## config.mk

```make
export PLATFORM = sky130hd
export DESIGN_NAME = asbd_decoder
export DESIGN_NICKNAME = d
export VERILOG_FILES = /design/src/shared/asbd_pkg.sv /design/src/shared/asbd_resp_if.sv /design/src/logic/asbd_decoder.sv /design/src/logic/asbd_region_match.sv /design/src/logic/asbd_resp_gen.sv
export SDC_FILE = /design/constraint.sdc
export NUM_CORES = 1
export LEC_CHECK = 0
export CAP_MARGIN = 0
export CORE_UTILIZATION = 59
export CTS_CLUSTER_SIZE = 25
export DETAILED_ROUTE_END_ITERATION = 8
export DONT_BUFFER_PORTS = 1
export PLACE_DENSITY = 0.82
export SLEW_MARGIN = 20
export SYNTH_ARGS = -nofsm -noshare
export SYNTH_HDL_FRONTEND = slang
export SYNTH_SLANG_ARGS = --single-unit
export TNS_END_PERCENT = 50
```

## constraint.sdc

```tcl
create_clock -name sys_clk_i -period 2.1 [get_ports sys_clk_i]
set_clock_uncertainty 0.15 [all_clocks]
set_input_delay 0.42 -clock sys_clk_i [delete_from_list [all_inputs] [get_ports sys_clk_i]]
set_output_delay 0.42 -clock sys_clk_i [all_outputs]
set_load 0.02 [all_outputs]
```

## src/shared/asbd_pkg.sv

```systemverilog
// Constants, encodings and types of the system bus decoder
package asbd_pkg;

   // Transfer type field
   localparam logic [1:0] ASBD_TRAN_ADDR_ONLY = 2'h0;
   localparam logic [1:0] ASBD_TRAN_RSVD = 2'h1;
   localparam logic [1:0] ASBD_TRAN_NONSEQ = 2'h2;
   localparam logic [1:0] ASBD_TRAN_SEQ = 2'h3;

   // Transfer size field
   localparam logic [1:0] ASBD_SIZE_BYTE = 2'h0;
   localparam logic [1:0] ASBD_SIZE_HALF = 2'h1;
   localparam logic [1:0] ASBD_SIZE_WORD = 2'h2;
   localparam logic [1:0] ASBD_SIZE_RSVD = 2'h3;

   // Low address bits that must be zero per size
   localparam logic [1:0] ASBD_HALF_ALIGN_MASK = 2'h1;
   localparam logic [1:0] ASBD_WORD_ALIGN_MASK = 2'h3;

   // Protection field: bit 1 high marks a privileged access
   localparam int ASBD_PROT_PRIV_BIT = 1;

   // Response code {wait, last, error}
   localparam logic [2:0] ASBD_RSP_DONE = 3'h0;
   localparam logic [2:0] ASBD_RSP_ERROR = 3'h1;
   localparam logic [2:0] ASBD_RSP_LAST = 3'h2;
   localparam logic [2:0] ASBD_RSP_RETRACT = 3'h3;
   localparam logic [2:0] ASBD_RSP_WAIT = 3'h4;
   localparam logic [2:0] ASBD_RSP_RETNEXT = 3'h7;
   localparam int ASBD_RSP_WAIT_BIT = 2;
   localparam int ASBD_RSP_LAST_BIT = 1;
   localparam int ASBD_RSP_ERR_BIT = 0;

   // Response shown while in reset
   localparam logic [2:0] ASBD_RSP_RESET = ASBD_RSP_DONE;

   // Kind of the bus cycle now running
   typedef enum logic [1:0] {
      ASBD_ST_ADDR_ONLY,
      ASBD_ST_DECODE,
      ASBD_ST_SLAVE,
      ASBD_ST_ERROR
   } asbd_state_e;

endpackage

```

## src/shared/asbd_resp_if.sv

```systemverilog
// Response request and registered response lines between decoder parts
`timescale 1ns/10ps
interface asbd_resp_if;
   logic [2:0] code;
   logic drive;
   logic rsp_wait;
   logic rsp_last;
   logic rsp_error;
   logic rsp_oe;

   modport src (
      output code,
      output drive,
      input rsp_wait,
      input rsp_last,
      input rsp_error,
      input rsp_oe
   );

   modport gen (
      input code,
      input drive,
      output rsp_wait,
      output rsp_last,
      output rsp_error,
      output rsp_oe
   );
endinterface

```

## src/logic/asbd_decoder.sv

```systemverilog
// System bus decoder: slave selects and decoder transfer response
//
// Behaviour
// Master launches address/control from rising edge
// Address-only cycles never produce select or error
// Master holds address before sequential after address-only
// Master drives address lines only while granted
// New owner starts with an address-only transfer
// Granted master drives both phases, stops on loss
// One select per slave, at most one active
// Selects change only after response with wait low
// Decode-cycle option fixed at build time
// Decode wait inserted on nonsequential, never sequential
// Nonsequential select given at end of decode cycle
// Sequential select uses previously captured address
// Without decode cycles, live address decoded directly
// Decoder answers whenever no slave is selected
// Wait high extends; success from last and error
// Error for unmapped, protection or failed access
// After last response, next transfer treated nonsequential
// Retract: wait-last-error high, then last-error high
// Response code table; codes 101 and 110 unused
// A response is driven in every bus cycle
// Decoder answers address-only, decode, unmapped, illegal
// Retract support optional for bounded slaves
// Transfer type 00 idle, 10 nonseq, 11 seq
// Reset drops all selects, decoder answers done
// Unselected or resetting slaves float their response
// Map, protection and decode option are parameters
`timescale 1ns/10ps
module asbd_decoder
   import asbd_pkg::*;
#(
   parameter int NUM_SLAVES = 4,
   parameter int AW = 32,
   parameter bit DECODE_CYCLES = 1'b1,
   parameter logic [NUM_SLAVES-1:0][AW-1:0] SLV_BASE = {
      32'h3000_0000, 32'h2000_0000, 32'h1000_0000, 32'h0000_0000},
   parameter logic [NUM_SLAVES-1:0][AW-1:0] SLV_MASK = {
      32'hF000_0000, 32'hF000_0000, 32'hF000_0000, 32'hF000_0000},
   parameter logic [NUM_SLAVES-1:0] SLV_PRIV_ONLY = 4'h0
) (
   // Clock, reset, enable
   input wire logic sys_clk_i,
   input wire logic rst_i,
   input wire logic ce_i,
   // Master address and control, as seen on the bus
   input wire logic [1:0] btran_i,
   input wire logic [AW-1:0] addr_i,
   input wire logic [1:0] size_i,
   input wire logic [1:0] prot_i,
   // Resolved response lines, as seen on the bus
   input wire logic bwait_i,
   input wire logic blast_i,
   // Slave selects
   output logic [NUM_SLAVES-1:0] dsel_o,
   // Decoder's own response drive
   output logic rsp_wait_o,
   output logic rsp_last_o,
   output logic rsp_error_o,
   output logic rsp_oe_o
);

   // State
   asbd_state_e state_q;
   asbd_state_e state_d;
   logic [NUM_SLAVES-1:0] dsel_q;
   logic [NUM_SLAVES-1:0] dsel_d;

   // Captured address and control of the previous cycle
   logic [AW-1:0] addr_q;
   logic [AW-1:0] addr_d;
   logic [1:0] size_q;
   logic [1:0] size_d;
   logic [1:0] prot_q;
   logic [1:0] prot_d;

   // Address check
   logic use_live;
   logic [AW-1:0] chk_addr;
   logic [1:0] chk_size;
   logic [1:0] chk_prot;
   logic [NUM_SLAVES-1:0] hit;
   logic [NUM_SLAVES-1:0] allow;
   logic [NUM_SLAVES-1:0] sel_oh;
   logic found;
   logic aligned;
   logic access_ok;

   // Transfer start
   logic xfer_done;
   logic [1:0] next_type;

   asbd_resp_if rsp_if ();

   // Size legality against low address bits
   function automatic logic is_aligned(input logic [1:0] sz, input logic [1:0] lo);
      logic ok;
      ok = 1'b1;
      case (sz)
         ASBD_SIZE_BYTE: ok = 1'b1;
         ASBD_SIZE_HALF: ok = ((lo & ASBD_HALF_ALIGN_MASK) == 2'h0);
         ASBD_SIZE_WORD: ok = ((lo & ASBD_WORD_ALIGN_MASK) == 2'h0);
         default: ok = 1'b0;
      endcase
      return ok;
   endfunction

   // Capture every enabled cycle for the sequential path
   always_comb begin
      addr_d = addr_i;
      size_d = size_i;
      prot_d = prot_i;
   end

   always_ff @(posedge sys_clk_i or posedge rst_i) begin
      if (rst_i) begin
         addr_q <= '0;
         size_q <= ASBD_SIZE_BYTE;
         prot_q <= 2'h0;
      end else if (ce_i) begin
         addr_q <= addr_d;
         size_q <= size_d;
         prot_q <= prot_d;
      end
   end

   // Live address when decoding without decode cycles or at the end of one;
   // captured address for a sequential start, which avoids the long path
   always_comb begin
      use_live = !DECODE_CYCLES || (state_q == ASBD_ST_DECODE);
      chk_addr = use_live ? addr_i : addr_q;
      chk_size = use_live ? size_i : size_q;
      chk_prot = use_live ? prot_i : prot_q;
   end

   // One window check per slave
   genvar g;
   generate
      for (g = 0; g < NUM_SLAVES; g++) begin : g_region
         asbd_region_match #(
            .AW(AW)
         ) u_match (
            .addr_i(chk_addr),
            .prot_i(chk_prot),
            .base_i(SLV_BASE[g]),
            .mask_i(SLV_MASK[g]),
            .priv_only_i(SLV_PRIV_ONLY[g]),
            .hit_o(hit[g]),
            .allow_o(allow[g])
         );
      end
   endgenerate

   // Overlapping windows resolve to the lowest index
   always_comb begin
      sel_oh = '0;
      found = 1'b0;
      for (int i = 0; i < NUM_SLAVES; i++) begin
         if (hit[i] && !found) begin
            sel_oh[i] = 1'b1;
            found = 1'b1;
         end
      end
      aligned = is_aligned(chk_size, chk_addr[1:0]);
      access_ok = found && ((sel_oh & allow) != '0) && aligned;
   end

   // Transfer boundary and effective type of the next transfer
   always_comb begin
      xfer_done = !bwait_i;
      next_type = btran_i;
      if (btran_i == ASBD_TRAN_SEQ && blast_i) begin
         next_type = ASBD_TRAN_NONSEQ;
      end
   end

   // Cycle sequencing
   always_comb begin
      state_d = state_q;
      dsel_d = dsel_q;
      case (state_q)
         ASBD_ST_DECODE: begin
            // Selects appear as the decode cycle ends
            if (access_ok) begin
               state_d = ASBD_ST_SLAVE;
               dsel_d = sel_oh;
            end else begin
               state_d = ASBD_ST_ERROR;
               dsel_d = '0;
            end
         end
         ASBD_ST_ADDR_ONLY, ASBD_ST_SLAVE, ASBD_ST_ERROR: begin
            // Selects held until the running transfer completes
            if (xfer_done) begin
               case (next_type)
                  ASBD_TRAN_NONSEQ: begin
                     if (DECODE_CYCLES) begin
                        state_d = ASBD_ST_DECODE;
                        dsel_d = '0;
                     end else if (access_ok) begin
                        state_d = ASBD_ST_SLAVE;
                        dsel_d = sel_oh;
                     end else begin
                        state_d = ASBD_ST_ERROR;
                        dsel_d = '0;
                     end
                  end
                  ASBD_TRAN_SEQ: begin
                     // No decode wait on a sequential transfer
                     if (access_ok) begin
                        state_d = ASBD_ST_SLAVE;
                        dsel_d = sel_oh;
                     end else begin
                        state_d = ASBD_ST_ERROR;
                        dsel_d = '0;
                     end
                  end
                  default: begin
                     // Address ignored; reserved type acts as idle
                     state_d = ASBD_ST_ADDR_ONLY;
                     dsel_d = '0;
                  end
               endcase
            end
         end
         default: begin
            state_d = ASBD_ST_ADDR_ONLY;
            dsel_d = '0;
         end
      endcase
   end

   always_ff @(posedge sys_clk_i or posedge rst_i) begin
      if (rst_i) begin
         state_q <= ASBD_ST_ADDR_ONLY;
         dsel_q <= '0;
      end else if (ce_i) begin
         state_q <= state_d;
         dsel_q <= dsel_d;
      end
   end

   // Decoder answers every cycle in which no slave is selected
   always_comb begin
      rsp_if.drive = 1'b1;
      rsp_if.code = ASBD_RSP_DONE;
      case (state_d)
         ASBD_ST_ADDR_ONLY: rsp_if.code = ASBD_RSP_DONE;
         ASBD_ST_DECODE: rsp_if.code = ASBD_RSP_WAIT;
         ASBD_ST_ERROR: rsp_if.code = ASBD_RSP_ERROR;
         ASBD_ST_SLAVE: rsp_if.drive = 1'b0;
         default: rsp_if.code = ASBD_RSP_DONE;
      endcase
   end

   asbd_resp_gen u_resp (
      .sys_clk_i(sys_clk_i),
      .rst_i(rst_i),
      .ce_i(ce_i),
      .rsp(rsp_if)
   );

   // Outputs straight from flip-flops
   assign dsel_o = dsel_q;
   assign rsp_wait_o = rsp_if.rsp_wait;
   assign rsp_last_o = rsp_if.rsp_last;
   assign rsp_error_o = rsp_if.rsp_error;
   assign rsp_oe_o = rsp_if.rsp_oe;

endmodule

```

## src/logic/asbd_region_match.sv

```systemverilog
// One slave address window with its privilege check
`timescale 1ns/10ps
module asbd_region_match
   import asbd_pkg::*;
#(
   parameter int AW = 32
) (
   // Address and protection under test
   input wire logic [AW-1:0] addr_i,
   input wire logic [1:0] prot_i,
   // Window description
   input wire logic [AW-1:0] base_i,
   input wire logic [AW-1:0] mask_i,
   input wire logic priv_only_i,
   // Results
   output logic hit_o,
   output logic allow_o
);

   always_comb begin
      hit_o = ((addr_i & mask_i) == (base_i & mask_i));
      allow_o = !priv_only_i || prot_i[ASBD_PROT_PRIV_BIT];
   end

endmodule

```

## src/logic/asbd_resp_gen.sv

```systemverilog
// Registered drive of the decoder's own transfer response
`timescale 1ns/10ps
module asbd_resp_gen
   import asbd_pkg::*;
(
   // Clock, reset, enable
   input wire logic sys_clk_i,
   input wire logic rst_i,
   input wire logic ce_i,
   // Request in, registered lines out
   asbd_resp_if.gen rsp
);

   logic [2:0] code_q;
   logic [2:0] code_d;
   logic oe_q;
   logic oe_d;

   // Reserved codes never leave this block
   always_comb begin
      code_d = rsp.code;
      oe_d = rsp.drive;
      if (!rsp.drive) begin
         code_d = ASBD_RSP_DONE;
      end
      if (code_d[ASBD_RSP_WAIT_BIT] && (code_d[ASBD_RSP_LAST_BIT] != code_d[ASBD_RSP_ERR_BIT])) begin
         code_d = ASBD_RSP_ERROR;
      end
   end

   // Decoder answers in reset since no slave is selected
   always_ff @(posedge sys_clk_i or posedge rst_i) begin
      if (rst_i) begin
         code_q <= ASBD_RSP_RESET;
         oe_q <= 1'b1;
      end else if (ce_i) begin
         code_q <= code_d;
         oe_q <= oe_d;
      end
   end

   assign rsp.rsp_wait = code_q[ASBD_RSP_WAIT_BIT];
   assign rsp.rsp_last = code_q[ASBD_RSP_LAST_BIT];
   assign rsp.rsp_error = code_q[ASBD_RSP_ERR_BIT];
   assign rsp.rsp_oe = oe_q;

endmodule

```

==> results of run 1 <==
-- metrics by stage --
stage / total power, mW / utilization, %
3_3_place_gp: 0.542 / 64.1
2_1_floorplan: 0.536 / -
6_report: 0.717 / 66.8
4_1_cts: 0.721 / 66.8
5_1_grt: 0.748 / 66.8
3_5_place_dp: 0.548 / 64.1
-- critical path, stage by stage (launching register included) --
cell,delay [ns]
dfrtp_1,0.44
nor2b_4,0.31
nand4_4,0.13
and2_4,0.20
o41ai_1,0.39
-- kinds of logic (layout without fill, tap and decap cells) --
logic type	count (synthesis)	in the layout	share of synthesized area (%)
mux	12	12	15.4
compound gates	20	20	13.6
simple gates	23	23	16.2
flops	17	17	49.4
buf+inv	8	9	4.93
other cells	1	1	0.434
-- cells in the mapped netlist (all sizes together), types with 2 or more instances --
library cell and number:
a21oi 4, o41ai 4, o22ai 2, dfrtp 16
nor2b 2, nor2 4, nand2 10, mux2 10
o21ai 10, inv 4, mux2i 2, buf 3
-- state kept, by name, summed over array words and instances (netlist names) --
signal	count
addr_q	6
dsel_o	4
size_q	2
state_q	2
u_resp.code_q	2
u_resp.rsp.rsp_oe	1
-- cell type report --
cell class / instances / share of cell area (%)
clock buffers: 4 / 2.95
inverters: 4 / 1.69
multi-input cells: 56 / 44.2
flip-flops and latches: 17 / 47.9
well taps: 15 / 2.11
repair buffers: 1 / 1.12
-- worst max path at each step --
stage	from	end	slack, ns
2_1_floorplan	state_q[1]	dsel_o[0]	0.57
3_3_place_gp	state_q[1]	dsel_o[1]	0.42
3_5_place_dp	state_q[1]	dsel_o[3]	0.37
4_1_cts	state_q[1]	dsel_o[3]	0.35
5_1_grt	state_q[0]	dsel_o[3]	0.23
6_report	state_q[1]	dsel_o[3]	0.36
-- per-layer routing --
metal	GRT usage [%]	part of all wire, %
met3	4.44	6.1
met2	29.8	45
met1	27.3	47
met5	0	0
met4	12.5	2.1
-- where the power goes --
group          switching [mW]  internal (mW)
logic                  0.0696         0.0627
clock network           0.101         0.0739
registers              0.0432          0.367
total                   0.214          0.503
-- timing repair --
| item | in CTS | in global routing |
|---|---|---|
| hold buffers | 1 | 0 |
| resized for setup | 0 | 0 |
| endpoints found under the hold margin | 16 | 0 |
==> impl_metrics.yaml, run 1 <==
drt:
  viasPerCell: 5.92
  drc: 0
  vias: 574
  drt_pass1_iterations: 4
  ant_nets: 0
  drt-total-wl_mm: 1.45
  wire_per_inst_microns: 15.0
  initialDrtViolationCount: 12
setup_path:
  critPathMaxFanout: 11
  endpoint_kind: "flip-flop"
  criticalPathCategory: "reg2reg"
  startpoint_type: "flip-flop"
  reg2reg_depth: 4
  reg2reg_from: "state_q[1]"
  critPathRequiredTime_ns: 2.12
  rrSetupSlack_ns: 0.36
  arrival_ns: 1.77
  r2r-end: "dsel_o[3]"
timing:
  fin_crit_ns: 1.74
  fin_setup_tns_ns: 0
  finalHoldViolations: 0
  min_period_over_period_pct: 83.1
  setup-violations-final: 0
  fmax_mhz: 573
  fin_ws_ns: 0.356
  max_slew_margin_pct: 57.5
  rsz0062_at_grt: "false"
  final_max_slew_viol_count: 0
  hold-worst-slack_ns: 0.0523
  worst_pin_slew_ns: 0.636
floorplan:
  dieArea_sq_um: 1620
  die_w_microns: 40.3
  rows: 13
  initial_utilization_pct: 64.7
  io_pins: 51
  die_y_microns: 40.3
  core_sq_um: 1330
global_routing:
  antenna_found_initial: 0
  grt_start_max_net_pins: 20
  grt_pass1_vias: 512
  grt_pass1_wl_mm: 2.10
  grt_usage_pct: 20.4
  grt_overflow_total: 0
placed_design:
  io_buffer_count: 0
  dpl.hpwl_mm: 1.07
  place_congestion: 0.748
  dp_cells: 92
  dp_slack_ns: 0.368
  placed_area_sq_um: 855
synth:
  synth.top_cell.area_share_pct: 46.4
  syn_nets: 124
  synth_area_leaders: "dfrtp_1 46%, mux2_2 12%, nand2_1 4.3%, o21ai_0 4.1%, o41ai_1 4.1%"
  synth_top_flop_cell: "dfrtp_1"
  synthArstFlopShare_pct: 100
  yosysTopAreaCell: "dfrtp_1"
  synth-seq-cells: 17
  postSynthAreaPerCell_sq_um: 10.7
  yosysWarnings: 0
  synth-edff-count: 0
  synth_cell_types: 27
  seq_area_frac_synth_pct: 49.4
  netlist_area_sq_um: 863
  synthCells: 81
run:
  cap_violations: 0
hold_path:
  hp-class: "in2reg"
  hold_start: "ce_i"
  holdPathStages: 1
  hold_end: "state_q[1]"
clock_tree:
  cts_tree: "built"
  post_cts_buffers: 0
  cts_buffers: 3
  clkSinkCount: 17
  h-tree-depth: 1
  clk_pin_slew_ns: 0.09
  cts-root-buf: "clkbuf_4"
  cts_buffer_depth: 2
  clk_latency_ns: 0.29
finish:
  layout.cells.non_filler: 97
  fin_area_sq_um: 891
  syn2layout_area_growth_pct: 3.19
  layout_common_cells: "16 x dfrtp_1, 10 x nand2_1, 9 x mux2_2"
  fillCellCount: 113
  multiInputGateArea_sq_um: 394
  antenna_cells: 0
  fin_nets: 126
  regArea_sq_um: 427
  final_common_cell: "dfrtp_1"
  drive_above_1_share_pct: 19.5
power_and_ir_drop:
  power-per-cell-area_nw_per_um2: 805
  peakVddDrop_mv: 0.356
  leakagePower_nw: 0.376
run_status:
  outcome: "finished clean"
Note: power is estimated with default switching activity, not from simulation.
==> run 2: changes to the inputs <==
Settings changed: CORE_UTILIZATION 59 to 53, PLACE_DENSITY 0.82 to 0.78.
Clock period 2.1 ns to 1.4 ns, I/O delays scaled along.
==> run 2 against run 1 <==
  * Critical path type unchanged
  * Die area up 11%
  * Register-to-register slack worse by 0.56 ns
  * Total power up 69%
  * Fmax rose by 9.0%
  * Sequential share of layout area fell by 10 points
  * Utilization grew 8.0 points
  * Sequential cell count is the same
  * Cell count is 22% higher
  * Largest power group unchanged
  * The run now ends with negative setup slack left
  * Worst hold slack got worse by 0.023 ns
==> impl_metrics.yaml, run 2 (synthesis results as in run 1) <==
run_status:
  outcome: "finished, violations left"
  violations: "negative setup slack"
power_and_ir_drop:
  power-per-cell-area_nw_per_um2: 1070
  leakagePower_nw: 0.512
  pwr-share-comb_pct: 27.9
  peakVddDrop_mv: 0.686
  p_int_mw: 0.843
  sequentialPowerShare_pct: 50.4
  p_total_mw: 1.21
  swShare_pct: 30.3
  p_clk_share_pct: 21.7
  netSwitchingPower_mw: 0.367
global_routing:
  grt_start_max_net_pins: 18
  grt_pass1_wl_mm: 2.93
  antenna_found_initial: 0
  grt_usage_pct: 21.9
  grt_overflow_total: 0
  grt_pass1_vias: 695
finish:
  drive_above_1_share_pct: 35.3
  layout_common_cells: "16 x dfrtp_1, 10 x nand2_1, 10 x dlygate4sd3_1, 10 x buf_4, 8 x mux2_2"
  largest_reg_flops: 6
  antenna_cells: 0
  regMostFlops: "addr_q"
  fin_area_sq_um: 1130
  final_common_cell: "dfrtp_1"
  post-route-util_pct: 74.8
  syn2layout_area_growth_pct: 30.6
  fin_nets: 146
clock_tree:
  clkSinkCount: 17
  clk_latency_ns: 0.29
  h-tree-depth: 1
  cts_tree: "built"
  clk_pin_slew_ns: 0.09
  cts-root-buf: "clkbuf_4"
  cts_buffers: 3
  cts_buffer_depth: 2
floorplan:
  die_y_microns: 42.4
  rows: 14
  core_sq_um: 1510
  initial_utilization_pct: 57.3
  die_w_microns: 42.4
  io_pins: 51
  dieArea_sq_um: 1790
timing:
  finalHoldViolations: 0
  min_period_over_period_pct: 114
  final_max_slew_viol_count: 0
  worst_pin_slew_ns: 0.510
  setup-violations-final: 6
  fmax_mhz: 625
  fin_ws_ns: -0.200
  fin_crit_ns: 1.60
  rsz0062_at_grt: "true"
  max_slew_margin_pct: 65.6
drt:
  viasPerCell: 5.68
  vias: 670
  drt_pass1_iterations: 4
  initialDrtViolationCount: 19
  drc: 0
  ant_nets: 0
  wire_per_inst_microns: 14.6
  drt-total-wl_mm: 1.73
setup_path:
  cp_num_cells: 4
  r2r-end: "dsel_o[0]"
  path_delay_family: "simple AND/OR/NAND/NOR gates"
  crit_path_cell_trace: "nor2b_4 > nand4_4 > and2_4 > o41ai_2"
  critPathRequiredTime_ns: 1.44
  rrSetupSlack_ns: -0.20
  cp_num_buf_inv: 0
  critPathMaxFanout: 8
  endpoint_kind: "flip-flop"
  startpoint_type: "flip-flop"
  criticalPathCategory: "reg2reg"
  reg2reg_from: "state_q[1]"
  reg2reg_depth: 4
  arrival_ns: 1.64
  cp_slowest_cell: "dfrtp_1"
  max_stage_delay_ns: 0.42
placed_design:
  io_buffer_count: 0
  place_congestion: 0.858
  dpl.hpwl_mm: 1.18
  placed_area_sq_um: 953
hold_path:
  hp-class: "in2reg"
  holdPathStages: 3
  hold_end: "u_resp.rsp.rsp_oe"
  hold_start: "ce_i"
run:
  cap_violations: 0
## run 2: how the worst max path moves through the flow
stage / from / endpoint / slack [ns]
2_1_floorplan: state_q[1] / dsel_o[0] / -0.08
3_3_place_gp: state_q[1] / dsel_o[1] / -0.13
3_5_place_dp: bwait_i / dsel_o[0] / -0.21
4_1_cts: state_q[1] / dsel_o[0] / -0.19
5_1_grt: state_q[1] / dsel_o[0] / -0.26
6_report: state_q[1] / dsel_o[0] / -0.20
## run 2: through the flow
step	cells	setup TNS, ns	hold WS (ns)	setup slack (ns)
floorplan	81	-0.304	0.0553	-0.0808
CTS	116	-1.59	0.0305	-0.195
global placement	101	-0.594	0.0451	-0.129
global route	118	-1.27	0.0461	-0.257
finish	118	-0.779	0.0296	-0.200
detailed placement	101	-0.923	0.0448	-0.208
## run 2: repair_timing
action | 4_1_cts | 5_1_grt
setup buffers | 0 | 2
endpoints found under the hold margin | 28 | 0
setup endpoints to repair | 7 | 16
pin swaps | 1 | 2
gates resized for setup | 4 | 6
hold buffers | 11 | 0
## run 2: power by group through the flow
stage                     Clock, mW  Combinational, mW  Sequential, mW
after detailed placement          0              0.271           0.620
final                         0.263              0.338           0.610
after global placement            0              0.262           0.617
after global routing          0.297              0.365           0.619
after floorplan                   0              0.213           0.614
after CTS                     0.269              0.308           0.610
## run 2: final cells by class
cell class	instances	area (sq um)
clock buffers	4	26.3
inverters	4	15.0
fillers	108	379
repair buffers	21	188
flip-flops and latches	17	427
well taps	16	20.0
multi-input cells	56	452
## run 2: tightest hold or removal path: stages
cell      delay [ns]
nand2b_1        0.04
o22ai_1         0.10
a21oi_1         0.05
## run 2: routing by layer
| metal | part of all wire, % | GRT usage [%] | vias to the layer above |
|---|---|---|---|
| li1 | - | - | 326 |
| met1 | 45 | 28.0 | 320 |
| met2 | 48 | 35.4 | 22 |
| met3 | 5.9 | 5.17 | 2 |
| met4 | 1.1 | 10.0 | 0 |
| met5 | 0 | 0 | - |
